<file path="src/rtl/crpv_defines.vh">
`ifndef CRPV_DEFINES_VH
`define CRPV_DEFINES_VH

// ****************************************************************
// Reset values
// ****************************************************************
`define CRPV_SP_RESET 16'h0800
`define CRPV_CC_RESET 16'h0000

// ****************************************************************
// Register word indexes, byte address is four times the index
// ****************************************************************
`define CRPV_IDX_ACC0_L 5'h10
`define CRPV_IDX_ACC0_H 5'h11
`define CRPV_IDX_ACC0_U 5'h12
`define CRPV_IDX_ACC1_L 5'h13
`define CRPV_IDX_ACC1_H 5'h14
`define CRPV_IDX_ACC1_U 5'h15
`define CRPV_IDX_FLAGS 5'h16
`define CRPV_IDX_CORE_CTRL 5'h17
`define CRPV_IDX_TBL_PAGE 5'h18
`define CRPV_IDX_VIS_PAGE 5'h19
`define CRPV_IDX_LOOP_BEGIN 5'h1A
`define CRPV_IDX_LOOP_FINISH 5'h1B
`define CRPV_IDX_LOOP_COUNT 5'h1C
`define CRPV_IDX_REPEAT_COUNT 5'h1D
`define CRPV_IDX_PC_LOW 5'h1E
`define CRPV_IDX_PC_HIGH 5'h1F

// ****************************************************************
// Field positions
// ****************************************************************
`define CRPV_FLG_CARRY 0
`define CRPV_FLG_ZERO 1
`define CRPV_FLG_OVF 2
`define CRPV_FLG_NEG 3
`define CRPV_FLG_REP 4
`define CRPV_FLG_PRIO_LO 5
`define CRPV_FLG_PRIO_HI 7
`define CRPV_FLG_DIGC 8
`define CRPV_FLG_LOOP 9
`define CRPV_CC_VIS 2
`define CRPV_EA_MSB 15
`define CRPV_VIS_LOW_BITS 15

// ****************************************************************
// Visibility stall counts, in instruction cycles
// ****************************************************************
`define CRPV_EXTRA_NONE 2'h0
`define CRPV_EXTRA_ONE 2'h1
`define CRPV_EXTRA_TWO 2'h2

`endif

</file>
<file path="src/rtl/crpv_wreg_file.v">
`timescale 1ns/1ps

// ****************************************************************
// Working register array with save/restore shadows
// ****************************************************************
module crpv_wreg_file #(
   parameter WIDTH = 16,
   parameter DEPTH = 16,
   parameter AW = 4,
   parameter SHADOW_N = 4,
   parameter [15:0] SP_RESET = 16'h0800
) (
   input wire clock,
   input wire resetn,
   input wire wr_en,
   input wire [AW-1:0] wr_addr,
   input wire [1:0] wr_be,
   input wire [WIDTH-1:0] wr_data,
   input wire shadow_save,
   input wire shadow_restore,
   input wire sp_inc,
   input wire sp_dec,
   input wire link_op,
   input wire [WIDTH-1:0] link_size,
   input wire unlink_op,
   input wire [WIDTH-1:0] unlink_fp,
   input wire [AW-1:0] rd_addr_a,
   output reg [WIDTH-1:0] rd_data_a,
   input wire [AW-1:0] rd_addr_b,
   output reg [WIDTH-1:0] rd_data_b,
   output wire [WIDTH-1:0] sp_value
);

   wire [WIDTH*DEPTH-1:0] flat;
   wire [WIDTH-1:0] sp_q;
   wire [WIDTH-1:0] fp_q;

   assign sp_q = flat[(DEPTH-1)*WIDTH +: WIDTH];
   assign fp_q = flat[(DEPTH-2)*WIDTH +: WIDTH];
   assign sp_value = sp_q;

   // One entry per register; a direct write beats a pointer update
   genvar i;
   generate
      for (i = 0; i < DEPTH; i = i + 1)
      begin : g_ent
         localparam [AW-1:0] IDX = i;
         localparam [WIDTH-1:0] RST = (i == DEPTH-1) ? SP_RESET : {WIDTH{1'b0}};
         reg [WIDTH-1:0] q;
         reg [WIDTH-1:0] sh;
         reg [WIDTH-1:0] next_q;
         always @*
         begin
            next_q = q;
            if (wr_en && wr_addr == IDX)
            begin
               if (wr_be[0])
                  next_q[7:0] = wr_data[7:0];
               if (wr_be[1])
                  next_q[WIDTH-1:8] = wr_data[WIDTH-1:8];
            end
            else if (i == DEPTH-1)
            begin
               if (link_op)
                  next_q = sp_q + link_size;
               else if (unlink_op)
                  next_q = fp_q;
               else if (sp_inc)
                  next_q = sp_q + 16'h0002;
               else if (sp_dec)
                  next_q = sp_q - 16'h0002;
            end
            else if (i == DEPTH-2)
            begin
               if (link_op)
                  next_q = sp_q;
               else if (unlink_op)
                  next_q = unlink_fp;
            end
            if (shadow_restore && i < SHADOW_N)
               next_q = sh;
            if (i == DEPTH-1)
               next_q[0] = 1'b0;
         end
         // Shadows only move on save events
         always @(posedge clock)
         begin
            if (!resetn)
            begin
               q <= RST;
               sh <= {WIDTH{1'b0}};
            end
            else
            begin
               q <= next_q;
               if (shadow_save && i < SHADOW_N)
                  sh <= q;
            end
         end
         assign flat[i*WIDTH +: WIDTH] = q;
      end
   endgenerate

   // Registered read ports, one for the bus and one for execution
   always @(posedge clock)
   begin
      if (!resetn)
      begin
         rd_data_a <= {WIDTH{1'b0}};
         rd_data_b <= {WIDTH{1'b0}};
      end
      else
      begin
         rd_data_a <= flat[rd_addr_a*WIDTH +: WIDTH];
         rd_data_b <= flat[rd_addr_b*WIDTH +: WIDTH];
      end
   end

endmodule // crpv_wreg_file

</file>
<file path="src/rtl/crpv_core_regs.v">
`timescale 1ns/1ps
`include "crpv_defines.vh"

module crpv_core_regs (
   input wire clock,
   input wire resetn,
   input wire [4:0] avs_address,
   input wire avs_read,
   input wire avs_write,
   input wire [3:0] avs_byteenable,
   input wire [31:0] avs_writedata,
   output reg [31:0] avs_readdata,
   output reg avs_waitrequest,
   input wire exe_wr_en,
   input wire [3:0] exe_wr_idx,
   input wire [15:0] exe_wr_data,
   input wire exe_wr_byte,
   input wire [3:0] exe_rd_idx,
   output wire [15:0] exe_rd_data,
   output wire [15:0] stack_pointer,
   input wire shadow_push,
   input wire shadow_pop,
   input wire sp_push,
   input wire sp_pop,
   input wire frame_link_op,
   input wire [15:0] frame_size,
   input wire frame_unlink_op,
   input wire [15:0] frame_restore,
   input wire [1:0] acc_we,
   input wire [39:0] acc_wdata,
   output reg [39:0] accum_a,
   output reg [39:0] accum_b,
   input wire [15:0] flags_wmask,
   input wire [15:0] flags_wdata,
   output reg [15:0] cpu_flags_reg,
   input wire loop_enter,
   input wire loop_exit,
   input wire [15:0] loop_begin_in,
   input wire [15:0] loop_finish_in,
   input wire [15:0] loop_count_in,
   input wire exc_entry,
   output reg [15:0] exc_stack_word,
   input wire pc_step,
   input wire pc_load,
   input wire [22:0] pc_load_value,
   output reg [22:0] program_counter,
   input wire data_ea_valid,
   input wire [15:0] data_ea,
   input wire table_active,
   input wire [15:0] table_ea,
   input wire insn_short_vis,
   input wire in_repeat,
   input wire repeat_edge,
   input wire [23:0] prog_word,
   output reg [23:0] prog_addr,
   output reg vis_hit,
   output reg [1:0] vis_extra,
   output reg [15:0] vis_rdata
);

   // ****************************************************************
   // Programmer-visible state
   // ****************************************************************
   reg [15:0] core_ctrl_reg;
   reg [7:0] table_page_reg;
   reg [7:0] visibility_page_reg;
   reg [15:0] loop_begin_reg;
   reg [15:0] loop_finish_reg;
   reg [15:0] loop_iter_count;
   reg [15:0] repeat_iter_count;
   reg [15:0] loop_begin_sh;
   reg [15:0] loop_finish_sh;
   reg [15:0] loop_iter_sh;
   reg [4:0] flags_sh;
   reg pend;
   reg [15:0] bus_rdata;
   reg [1:0] next_extra;

   wire [15:0] bus_rd_w;
   wire w_target;
   wire bus_stall;
   wire bus_done;
   wire bus_wr;
   wire [15:0] wdat;
   wire [1:0] wbe;
   wire mem_wr_en;
   wire [3:0] mem_wr_addr;
   wire [1:0] mem_wr_be;
   wire [15:0] mem_wr_data;
   wire prog_visibility_enable;
   wire vis_sel;

   // Byte-lane merge for bus writes to 16-bit registers
   function [15:0] merge16;
      input [15:0] old;
      input [15:0] din;
      input [1:0] be;
      begin
         merge16 = old;
         if (be[0])
            merge16[7:0] = din[7:0];
         if (be[1])
            merge16[15:8] = din[15:8];
      end
   endfunction

   // ****************************************************************
   // Avalon slave handshake
   // ****************************************************************
   // Working registers share one write port; execution wins and the bus
   // waits, so an execution write never drops a bus write; a same-cycle shadow restore still overrides one to registers 0-3.
   assign w_target = ~avs_address[4];
   assign bus_stall = avs_write & w_target & exe_wr_en;
   assign bus_done = pend & ~bus_stall;
   assign bus_wr = bus_done & avs_write;
   assign wdat = avs_writedata[15:0];
   assign wbe = avs_byteenable[1:0];

   always @(posedge clock)
   begin
      if (!resetn)
      begin
         pend <= 1'b0;
         avs_waitrequest <= 1'b1;
         avs_readdata <= 32'h00000000;
      end
      else
      begin
         if (!avs_waitrequest)
            avs_waitrequest <= 1'b1;
         if (!pend && avs_waitrequest && (avs_read || avs_write))
            pend <= 1'b1;
         else if (bus_done)
         begin
            pend <= 1'b0;
            avs_waitrequest <= 1'b0;
            if (avs_read)
               avs_readdata <= {16'h0000, bus_rdata};
         end
      end
   end

   // Read mux; shadows have no address at all
   always @*
   begin
      case (avs_address)
         `CRPV_IDX_ACC0_L: bus_rdata = accum_a[15:0];
         `CRPV_IDX_ACC0_H: bus_rdata = accum_a[31:16];
         `CRPV_IDX_ACC0_U: bus_rdata = {8'h00, accum_a[39:32]};
         `CRPV_IDX_ACC1_L: bus_rdata = accum_b[15:0];
         `CRPV_IDX_ACC1_H: bus_rdata = accum_b[31:16];
         `CRPV_IDX_ACC1_U: bus_rdata = {8'h00, accum_b[39:32]};
         `CRPV_IDX_FLAGS: bus_rdata = cpu_flags_reg;
         `CRPV_IDX_CORE_CTRL: bus_rdata = core_ctrl_reg;
         `CRPV_IDX_TBL_PAGE: bus_rdata = {8'h00, table_page_reg};
         `CRPV_IDX_VIS_PAGE: bus_rdata = {8'h00, visibility_page_reg};
         `CRPV_IDX_LOOP_BEGIN: bus_rdata = loop_begin_reg;
         `CRPV_IDX_LOOP_FINISH: bus_rdata = loop_finish_reg;
         `CRPV_IDX_LOOP_COUNT: bus_rdata = loop_iter_count;
         `CRPV_IDX_REPEAT_COUNT: bus_rdata = repeat_iter_count;
         `CRPV_IDX_PC_LOW: bus_rdata = program_counter[15:0];
         `CRPV_IDX_PC_HIGH: bus_rdata = {9'h000, program_counter[22:16]};
         default: bus_rdata = bus_rd_w;
      endcase
   end

   // ****************************************************************
   // Working registers
   // ****************************************************************
   // A byte op from execution writes the low lane only
   assign mem_wr_en = exe_wr_en | (bus_wr & w_target);
   assign mem_wr_addr = exe_wr_en ? exe_wr_idx : avs_address[3:0];
   assign mem_wr_be = exe_wr_en ? {~exe_wr_byte, 1'b1} : wbe;
   assign mem_wr_data = exe_wr_en ? exe_wr_data : wdat;

   crpv_wreg_file #(
      .WIDTH(16),
      .DEPTH(16),
      .AW(4),
      .SHADOW_N(4),
      .SP_RESET(`CRPV_SP_RESET)
   ) u_wregs (
      .clock(clock),
      .resetn(resetn),
      .wr_en(mem_wr_en),
      .wr_addr(mem_wr_addr),
      .wr_be(mem_wr_be),
      .wr_data(mem_wr_data),
      .shadow_save(shadow_push),
      .shadow_restore(shadow_pop),
      .sp_inc(sp_push | exc_entry),
      .sp_dec(sp_pop),
      .link_op(frame_link_op),
      .link_size(frame_size),
      .unlink_op(frame_unlink_op),
      .unlink_fp(frame_restore),
      .rd_addr_a(avs_address[3:0]),
      .rd_data_a(bus_rd_w),
      .rd_addr_b(exe_rd_idx),
      .rd_data_b(exe_rd_data),
      .sp_value(stack_pointer)
   );

   // ****************************************************************
   // Accumulators, flags and control
   // ****************************************************************
   // Software writes land last, so they win over same-cycle core updates
   always @(posedge clock)
   begin
      if (!resetn)
      begin
         accum_a <= 40'h0000000000;
         accum_b <= 40'h0000000000;
         cpu_flags_reg <= 16'h0000;
         flags_sh <= 5'h00;
         core_ctrl_reg <= `CRPV_CC_RESET;
         table_page_reg <= 8'h00;
         visibility_page_reg <= 8'h00;
         repeat_iter_count <= 16'h0000;
         exc_stack_word <= 16'h0000;
      end
      else
      begin
         if (acc_we[0])
            accum_a <= acc_wdata;
         if (acc_we[1])
            accum_b <= acc_wdata;
         cpu_flags_reg <= (cpu_flags_reg & ~flags_wmask) | (flags_wdata & flags_wmask);
         if (shadow_push)
            flags_sh <= {cpu_flags_reg[`CRPV_FLG_DIGC],
                         cpu_flags_reg[`CRPV_FLG_NEG:`CRPV_FLG_CARRY]};
         if (shadow_pop)
         begin
            cpu_flags_reg[`CRPV_FLG_DIGC] <= flags_sh[4];
            cpu_flags_reg[`CRPV_FLG_NEG:`CRPV_FLG_CARRY] <= flags_sh[3:0];
         end
         // Low flag byte joined with the top counter byte for stacking
         if (exc_entry)
            exc_stack_word <= {cpu_flags_reg[7:0], 1'b0, program_counter[22:16]};
         if (bus_wr)
         begin
            case (avs_address)
               `CRPV_IDX_ACC0_L: accum_a[15:0] <= merge16(accum_a[15:0], wdat, wbe);
               `CRPV_IDX_ACC0_H: accum_a[31:16] <= merge16(accum_a[31:16], wdat, wbe);
               `CRPV_IDX_ACC0_U: if (wbe[0]) accum_a[39:32] <= wdat[7:0];
               `CRPV_IDX_ACC1_L: accum_b[15:0] <= merge16(accum_b[15:0], wdat, wbe);
               `CRPV_IDX_ACC1_H: accum_b[31:16] <= merge16(accum_b[31:16], wdat, wbe);
               `CRPV_IDX_ACC1_U: if (wbe[0]) accum_b[39:32] <= wdat[7:0];
               `CRPV_IDX_FLAGS: cpu_flags_reg <= merge16(cpu_flags_reg, wdat, wbe);
               `CRPV_IDX_CORE_CTRL: core_ctrl_reg <= merge16(core_ctrl_reg, wdat, wbe);
               `CRPV_IDX_TBL_PAGE: if (wbe[0]) table_page_reg <= wdat[7:0];
               `CRPV_IDX_VIS_PAGE: if (wbe[0]) visibility_page_reg <= wdat[7:0];
               `CRPV_IDX_REPEAT_COUNT:
                  repeat_iter_count <= merge16(repeat_iter_count, wdat, wbe);
               default: ;
            endcase
         end
      end
   end

   // ****************************************************************
   // Loop registers and their shadows
   // ****************************************************************
   always @(posedge clock)
   begin
      if (!resetn)
      begin
         loop_begin_reg <= 16'h0000;
         loop_finish_reg <= 16'h0000;
         loop_iter_count <= 16'h0000;
         loop_begin_sh <= 16'h0000;
         loop_finish_sh <= 16'h0000;
         loop_iter_sh <= 16'h0000;
      end
      else
      begin
         if (loop_enter)
         begin
            loop_begin_sh <= loop_begin_reg;
            loop_finish_sh <= loop_finish_reg;
            loop_iter_sh <= loop_iter_count;
            loop_begin_reg <= loop_begin_in;
            loop_finish_reg <= loop_finish_in;
            loop_iter_count <= loop_count_in;
         end
         else if (loop_exit)
         begin
            loop_begin_reg <= loop_begin_sh;
            loop_finish_reg <= loop_finish_sh;
            loop_iter_count <= loop_iter_sh;
         end
         if (bus_wr)
         begin
            case (avs_address)
               `CRPV_IDX_LOOP_BEGIN:
                  loop_begin_reg <= merge16(loop_begin_reg, wdat, wbe);
               `CRPV_IDX_LOOP_FINISH:
                  loop_finish_reg <= merge16(loop_finish_reg, wdat, wbe);
               `CRPV_IDX_LOOP_COUNT:
                  loop_iter_count <= merge16(loop_iter_count, wdat, wbe);
               default: ;
            endcase
         end
      end
   end

   // ****************************************************************
   // Program counter
   // ****************************************************************
   // Bit zero is forced on loads and low writes, and steps and high writes keep it, so it can never be set
   always @(posedge clock)
   begin
      if (!resetn)
         program_counter <= 23'h000000;
      else if (bus_wr && avs_address == `CRPV_IDX_PC_LOW)
         program_counter[15:0] <= merge16(program_counter[15:0], wdat, wbe) & 16'hFFFE;
      else if (bus_wr && avs_address == `CRPV_IDX_PC_HIGH)
      begin
         if (wbe[0])
            program_counter[22:16] <= wdat[6:0];
      end
      else if (pc_load)
         program_counter <= {pc_load_value[22:1], 1'b0};
      else if (pc_step)
         program_counter <= program_counter + 23'h000002;
   end

   // ****************************************************************
   // Program space visibility and address mapping
   // ****************************************************************
   assign prog_visibility_enable = core_ctrl_reg[`CRPV_CC_VIS];
   assign vis_sel = data_ea_valid & data_ea[`CRPV_EA_MSB] & prog_visibility_enable
                    & ~table_active;

   // Stall cost of a redirected access
   always @*
   begin
      if (!vis_sel)
         next_extra = `CRPV_EXTRA_NONE;
      else if (in_repeat)
         next_extra = repeat_edge ? `CRPV_EXTRA_TWO : `CRPV_EXTRA_NONE;
      else
         next_extra = insn_short_vis ? `CRPV_EXTRA_ONE : `CRPV_EXTRA_TWO;
   end

   // Only table accesses may set bit 23 and reach configuration space
   always @(posedge clock)
   begin
      if (!resetn)
      begin
         prog_addr <= 24'h000000;
         vis_hit <= 1'b0;
         vis_extra <= `CRPV_EXTRA_NONE;
         vis_rdata <= 16'h0000;
      end
      else
      begin
         vis_hit <= vis_sel;
         vis_extra <= next_extra;
         vis_rdata <= prog_word[15:0];
         if (vis_sel)
            prog_addr <= {1'b0, visibility_page_reg,
                          data_ea[`CRPV_VIS_LOW_BITS-1:0]};
         else if (table_active)
            prog_addr <= {table_page_reg, table_ea};
         else
            prog_addr <= {1'b0, program_counter};
      end
   end

endmodule // crpv_core_regs

</file>
<file path="config.mk">
export PLATFORM = sky130hd
export DESIGN_NAME = crpv_core_regs
export DESIGN_NICKNAME = d
export VERILOG_FILES = /design/src/rtl/crpv_wreg_file.v /design/src/rtl/crpv_core_regs.v
export VERILOG_INCLUDE_DIRS = /design/src /design/src/rtl
export SDC_FILE = /design/constraint.sdc
export NUM_CORES = 2
export LEC_CHECK = 0
export BUFFER_PORTS_ARGS = -buffer_cell sky130_fd_sc_hd__buf_2
export CAP_MARGIN = 10
export CORE_UTILIZATION = 45
export DETAILED_ROUTE_END_ITERATION = 10
export HOLD_SLACK_MARGIN = 0.05
export PLACE_DENSITY = 0.66
export SETUP_SLACK_MARGIN = 0.4
export SLEW_MARGIN = 20
export SYNTH_ARGS = -nofsm -noshare
export SYNTH_HDL_FRONTEND = slang
export SYNTH_SLANG_ARGS = --single-unit
</file>
<file path="constraint.sdc">
create_clock -name clock -period 7.8 [get_ports clock]
set_clock_uncertainty 0.1 [all_clocks]
set_input_delay 1.56 -clock clock [delete_from_list [all_inputs] [get_ports clock]]
set_output_delay 1.56 -clock clock [all_outputs]
set_load 0.1 [all_outputs]
</file>
* Word level (Yosys, flattened, before mapping)
Index checks and enable logic that the tools add are counted.
** Storage, ports and cells
- Flip-flop bits (word level) :: 696
- Input bits :: 320
- Output and inout bits :: 243
- Word-level logic and storage cells :: 313
** Cells by class
- Add/subtract/negate cells :: 4
- Eq/ne operators :: 55
- Shift operators :: 2
- Muxes and demuxes :: 68
- Bitwise operators :: 22
- Reduce and logical (&&, ||, !) cells :: 82
** Operators by type and width (count)
- $mux 16 :: 37
- $shiftx 256x9->16 :: 2
- $pmux 16 s16 :: 1
- $mux 40 :: 4
- $mux 23 :: 4
- $eq 5x5->1 const B :: 16
- $mux 8 :: 10
- $reduce_and 2->1 :: 34
- $ne 3x3->1 const B :: 16
- $and 16x16->16 :: 2
- $eq 4x4->1 const B :: 8
- $reduce_and 3->1 :: 10
- $add 23x2->23 const B :: 1
- $logic_and 1x1->1 :: 20
- $add 16x16->16 :: 1
- $add 16x2->16 const B :: 1
- $eq 4x3->1 const B :: 4
- $ne 2x2->1 const B :: 8
- $not 16->16 :: 1
- $or 16x16->16 :: 1
- $reduce_bool 2->1 :: 8
- $sub 16x2->16 const B :: 1
- $mux 7 :: 2
- $reduce_bool 3->1 :: 3
- other kinds (14) :: 38

* Longest topological paths before layout
- Word-level depth :: 11
- Gate-level depth with buffers :: 11
- Mapped depth without buffers :: 10

* By module
A second synthesis with hierarchy kept.
** Unflattened totals
- Cells, all modules :: 3901
- Area, all modules :: 36856.6 um^2
** By module, submodules not included
- crpv_wreg_file :: times used 1, cells an instance 1779, area an instance 19173.4 um^2, sequential area each 7026.7 um^2
- crpv_core_regs :: times used 1, cells an instance 2122, area an instance 17683.2 um^2, sequential area each 6886.6 um^2

* Worst setup path after synthesis
OpenSTA, ideal clock, no wires.
- Path type :: input to register
- Start point :: in exc_entry
- End point :: reg u_wregs.g_ent[15].q[13] (netlist: u_wregs.sp_value[13])
- Setup time :: 0.060 ns
- Arrival :: 3.802 ns
- Required time :: 7.640 ns
- Slack :: 3.838 ns
- Stages :: 11
- Path buffers :: 1
- Path through :: buf_2 -> nor2_1 -> xnor2_1 -> ha_1 -> or3_1 -> nor3_2 -> and2b_1 -> a41oi_1 -> xor2_1 -> a2111oi_2 -> a32o_1
** Between the ends
- Word-level cells in the longest chain between the ends :: 5
- Elaborated cells between the ends (all ways) :: 7
- Classes of those cells :: 4 x mux; 1 x bitwise; 2 x reduce/logical
** RTL lines
- start, declared :: line crpv_core_regs.v:41 : input wire exc_entry,
- $or 1x1->1 * :: line crpv_core_regs.v:191 : .sp_inc(sp_push | exc_entry),
- $mux 16 :: line crpv_wreg_file.v:68 : else if (sp_inc)
- $mux 16 :: line crpv_wreg_file.v:66 : else if (unlink_op)
- $mux 16 :: line crpv_wreg_file.v:64 : if (link_op)
- $mux 16 :: line crpv_wreg_file.v:55 : if (wr_en && wr_addr == IDX)
- end signal, assigned :: line crpv_wreg_file.v:95 : q <= next_q;
- end, declared :: line crpv_wreg_file.v:49 : reg [WIDTH-1:0] q;
Every way passes the cells marked *; elsewhere a longest branch is shown, timed or not.
A chain may end at the register's enable or synchronous reset.

* Final worst setup path
- Start point :: in avs_address[4]
- End point :: reg accum_b[26]
** Between the ends
- Word-level cells in the longest chain between the ends :: 7
- Elaborated cells between the ends (all ways) :: 10
- Classes of those cells :: 2 x eq/ne; 2 x mux; 6 x bitwise
** RTL lines
- start, declared :: line crpv_core_regs.v:7 : input wire [4:0] avs_address,
- $not 1->1 :: line crpv_core_regs.v:112 : assign w_target = ~avs_address[4];
- $and 1x1->1 (2 in series) :: line crpv_core_regs.v:113 : assign bus_stall = avs_write & w_target & exe_wr_en;
- $not 1->1 :: line crpv_core_regs.v:114 : assign bus_done = pend & ~bus_stall;
- $and 1x1->1 :: line crpv_core_regs.v:114
- $and 1x1->1 :: line crpv_core_regs.v:115 : assign bus_wr = bus_done & avs_write;
- $ne 3x3->1 (no line) / $mux 40 (equally long branches)
- end signal, assigned :: line crpv_core_regs.v:227 : accum_b <= acc_wdata;
- end signal, assigned :: line crpv_core_regs.v:247 : `CRPV_IDX_ACC1_H: accum_b[31:16] <= merge16(accum_b[31:16], wdat, wbe);
- end, declared :: line crpv_core_regs.v:32 : output reg [39:0] accum_b,
Several ways; a longest one is shown, not always the timed one.

==> impl_metrics.py <==
metrics = {
    "synth": {
        "ys_seq_area_frac": 0.392,
        "synth_cells": 3948,
        "synth_edf_count": 0,
        "ys_types": 94,
        "ys_seq_elements": 695,
        "synth_async_sr_flop_share": 0,
        "yosys_most_used_dff": "dfxtp_1",
        "ys_warn_count": 0,
        "syn_area_mm2": 0.0355,
        "synth_area_per_cell_um2": 8.99,
    },
    "finish": {
        "largest-register": "u_wregs.g_ent.q",
        "largest_registers": "u_wregs.g_ent.q (224), u_wregs.g_ent.sh (64)",
        "largest_register_ff_count": 224,
        "final-instance-count-excl-fill": 5374,
        "drive_gt1_frac": 0.226,
        "fin_nets": 4603,
        "final_common_cell": "dfxtp_1",
        "synthToLayoutAreaGrowth_pct": 15.8,
        "layout_common_cells": "dfxtp_1, nor2_1, buf_2, a21oi_1, mux2i_1",
    },
    "worst_setup_path": {
        "ff2ff_setup_slack_ps": 4380,
        "path_class": "in -> reg",
        "crit_family": "simple AND/OR/NAND/NOR gates",
        "rr_endpoint": "u_wregs.g_ent[12].q[1]",
        "worst-endpoint-required_ps": 8230,
        "crit_buf_inv": 2,
        "reg2reg_depth": 6,
        "crit_top_cell": "nand2_1",
        "cp-start-kind": "primary input",
        "rr_startpoint": "pend",
        "cp.arrival_ps": 4860,
        "max_stage_delay_ps": 730,
        "path_cells": "buf_2 > nand3b_4 > nor3_2 > buf_4 > nand2_1 > nand2_1 > nand2_1 > nor2_1 > nor2_1",
        "worstPathMaxFanout": 27,
        "cp-end-kind": "flop",
        "slowest_stage": "nor3_2",
    },
    "placed_design": {
        "port_buffers": 516,
        "place_congestion": 0.951,
        "place_inst": 5225,
        "hpwl_um": 95800,
    },
    "global_routing": {
        "grt_pass1_vias": 30200,
        "grt_use_total": 0.332,
        "overflow": 0,
        "grt_pass1_wl_um": 199000,
        "grt_start_max_net_pins": 162,
        "antenna_found_initial": 16,
    },
    "cts": {
        "cts_tree": "yes",
        "cts_max_path_buffers": 3,
        "cts_hold_buf": 0,
        "clkTransAtPathRegs_ps": 70,
        "numCtsBuffers": 79,
        "post_cts_buffers": 0,
        "cts_sinks": 695,
        "cts_resized": 0,
        "cts-root-buf": "clkbuf_16",
        "htreeDepth": 3,
        "clk_latency_ps": 640,
    },
    "hold_path": {
        "min_path_cells": 2,
        "holdPathEnd": "core_ctrl_reg[6]",
        "worstHoldStart": "core_ctrl_reg[6]",
        "min-delay-path-class": "reg -> reg",
    },
    "routing": {
        "ant_nets": 0,
        "drt-initial-drc-count": 4411,
        "drcViolationCount": 0,
        "wl_per_cell_um": 25.5,
        "vias": 33300,
        "routed_via_density": 6.20,
        "drt_first_pass_iters": 8,
        "routed_wl_um": 137000,
    },
    "sta": {
        "whs_ps": 355,
        "rsz0062_at_grt": "false",
        "post-route-period-util": 0.567,
        "worstMarginPinSlew_ps": 1150,
        "slew_headroom": 0.211,
        "finalSetupViolations": 0,
        "final.setup.tns_ps": 0,
        "hold_viol_final": 0,
        "period_needed_ps": 4420,
        "max_freq_mhz": 226,
        "slew_viol_final": 0,
    },
    "power_and_ir_drop": {
        "p_int_mw": 6.48,
        "p_sw_frac": 0.324,
        "p_clk_frac": 0.407,
        "ir_worst_vdd_v": 0.000163,
        "power_frac_comb": 0.185,
        "p_switching_mw": 3.11,
        "power_frac_seq": 0.408,
        "pwr_density_cell_mw_per_mm2": 233,
        "leakagePower_nw": 16.5,
    },
    "die": {
        "die_h_um": 283,
        "core_mm2": 0.0777,
        "rows": 102,
        "die_area_mm2": 0.0800,
        "initial_core_util": 0.457,
        "die_w_um": 283,
        "io_pins": 563,
    },
    "job": {
        "cap_violations": 0,
    },
    "outcome": {
        "status": "finished clean",
    },
}
cell type report:
type,instances,area [um^2]
repair buffers,580,3100
flip-flops and latches,695,13900
diodes,7,17.5
fillers,7217,36600
inverters,32,128
multi-input cells,2878,19900
clock inverters,32,420
well taps,1040,1300
clock buffers,110,2280
per-layer routing:
layer,routed length [um],part of all wire,vias to the layer above,GRT usage
met3,14100,0.10,382,0.0681
met1,52700,0.38,16000,0.429
met4,6690,0.049,14,0.154
met5,91,0.00066,-,0
met2,63600,0.46,1935,0.531
li1,-,-,15000,-
synthesized netlist by cell type, drive strengths merged, types with 7 or more instances:
library cell  count  area, um^2
a211oi          124         943
a21o              7        52.6
a21oi           304        1540
a221oi           50         438
a222oi            8        80.1
a22o             18         158
a22oi            68         510
a311oi           18         158
a31oi            26         169
and2             58         363
and3             23         144
and4              7        61.3
buf             141         787
clkbuf          219         823
dfxtp           695       13900
ha               16         200
inv              32         120
mux2             14         158
mux2i           298        3000
mux4            158        3560
nand2           273        1030
nand2b           10        62.6
nand3            98         500
nand4            24         150
nor2            685        2580
nor2b            82         521
nor3             96         576
nor4             14         166
o211ai           16         120
o21ai           138         694
o221ai           73         639
o31ai             7        57.6
or2              43         269
xnor2            16         140
xor2             19         166
tightest hold or removal path: stages (launching register included):
cell     delay, ps
dfxtp_1        310
nand2_1         50
a21oi_1         50
stage by stage:
step	total power, mW	setup WS (ps)	area [um^2]	util
global route	9.87	3330	41100	0.529
CTS	9.60	3530	41100	0.528
floorplan	5.23	3840	35500	-
global placement	5.72	2900	38400	0.494
finish	9.59	3380	41100	0.529
detailed placement	5.73	2870	38400	0.494
power groups by stage:
| stage | logic (mW) | clock network [mW] | registers (mW) |
|---|---|---|---|
| after global routing | 1.87 | 4.08 | 3.92 |
| after global placement | 1.74 | 0 | 3.97 |
| after floorplan | 0.832 | 0 | 4.39 |
| after CTS | 1.76 | 3.93 | 3.90 |
| final | 1.78 | 3.90 | 3.91 |
| after detailed placement | 1.75 | 0 | 3.98 |
how the worst max path moves through the flow:
stage | cells after the start | startpoint | end | slack (ps)
after floorplan | 11 | exc_entry | u_wregs.sp_value[13] | 3840
after global placement | 9 | avs_address[4] | accum_b[29] | 2900
after detailed placement | 9 | avs_address[4] | accum_b[26] | 2870
after CTS | 9 | avs_address[4] | accum_b[26] | 3530
after global routing | 9 | avs_address[4] | accum_b[28] | 3330
final | 9 | avs_address[4] | accum_b[26] | 3380
cells by family (layout without fill, tap and decap cells):
| group | Yosys count | after routing | synth area share |
|---|---|---|---|
| and+or+nand+nor | 1430 | 1430 | 0.185 |
| muxes | 470 | 470 | 0.189 |
| other | 1 | 25 | 0.000106 |
| xor gates and xnor gates | 35 | 35 | 0.00864 |
| DFF | 695 | 695 | 0.392 |
| adders and majority gates | 17 | 17 | 0.00621 |
| buffers and inverters | 392 | 754 | 0.0488 |
| AOI/OAI and AO/OA | 908 | 908 | 0.170 |
Power figures use the tool's default switching activity.
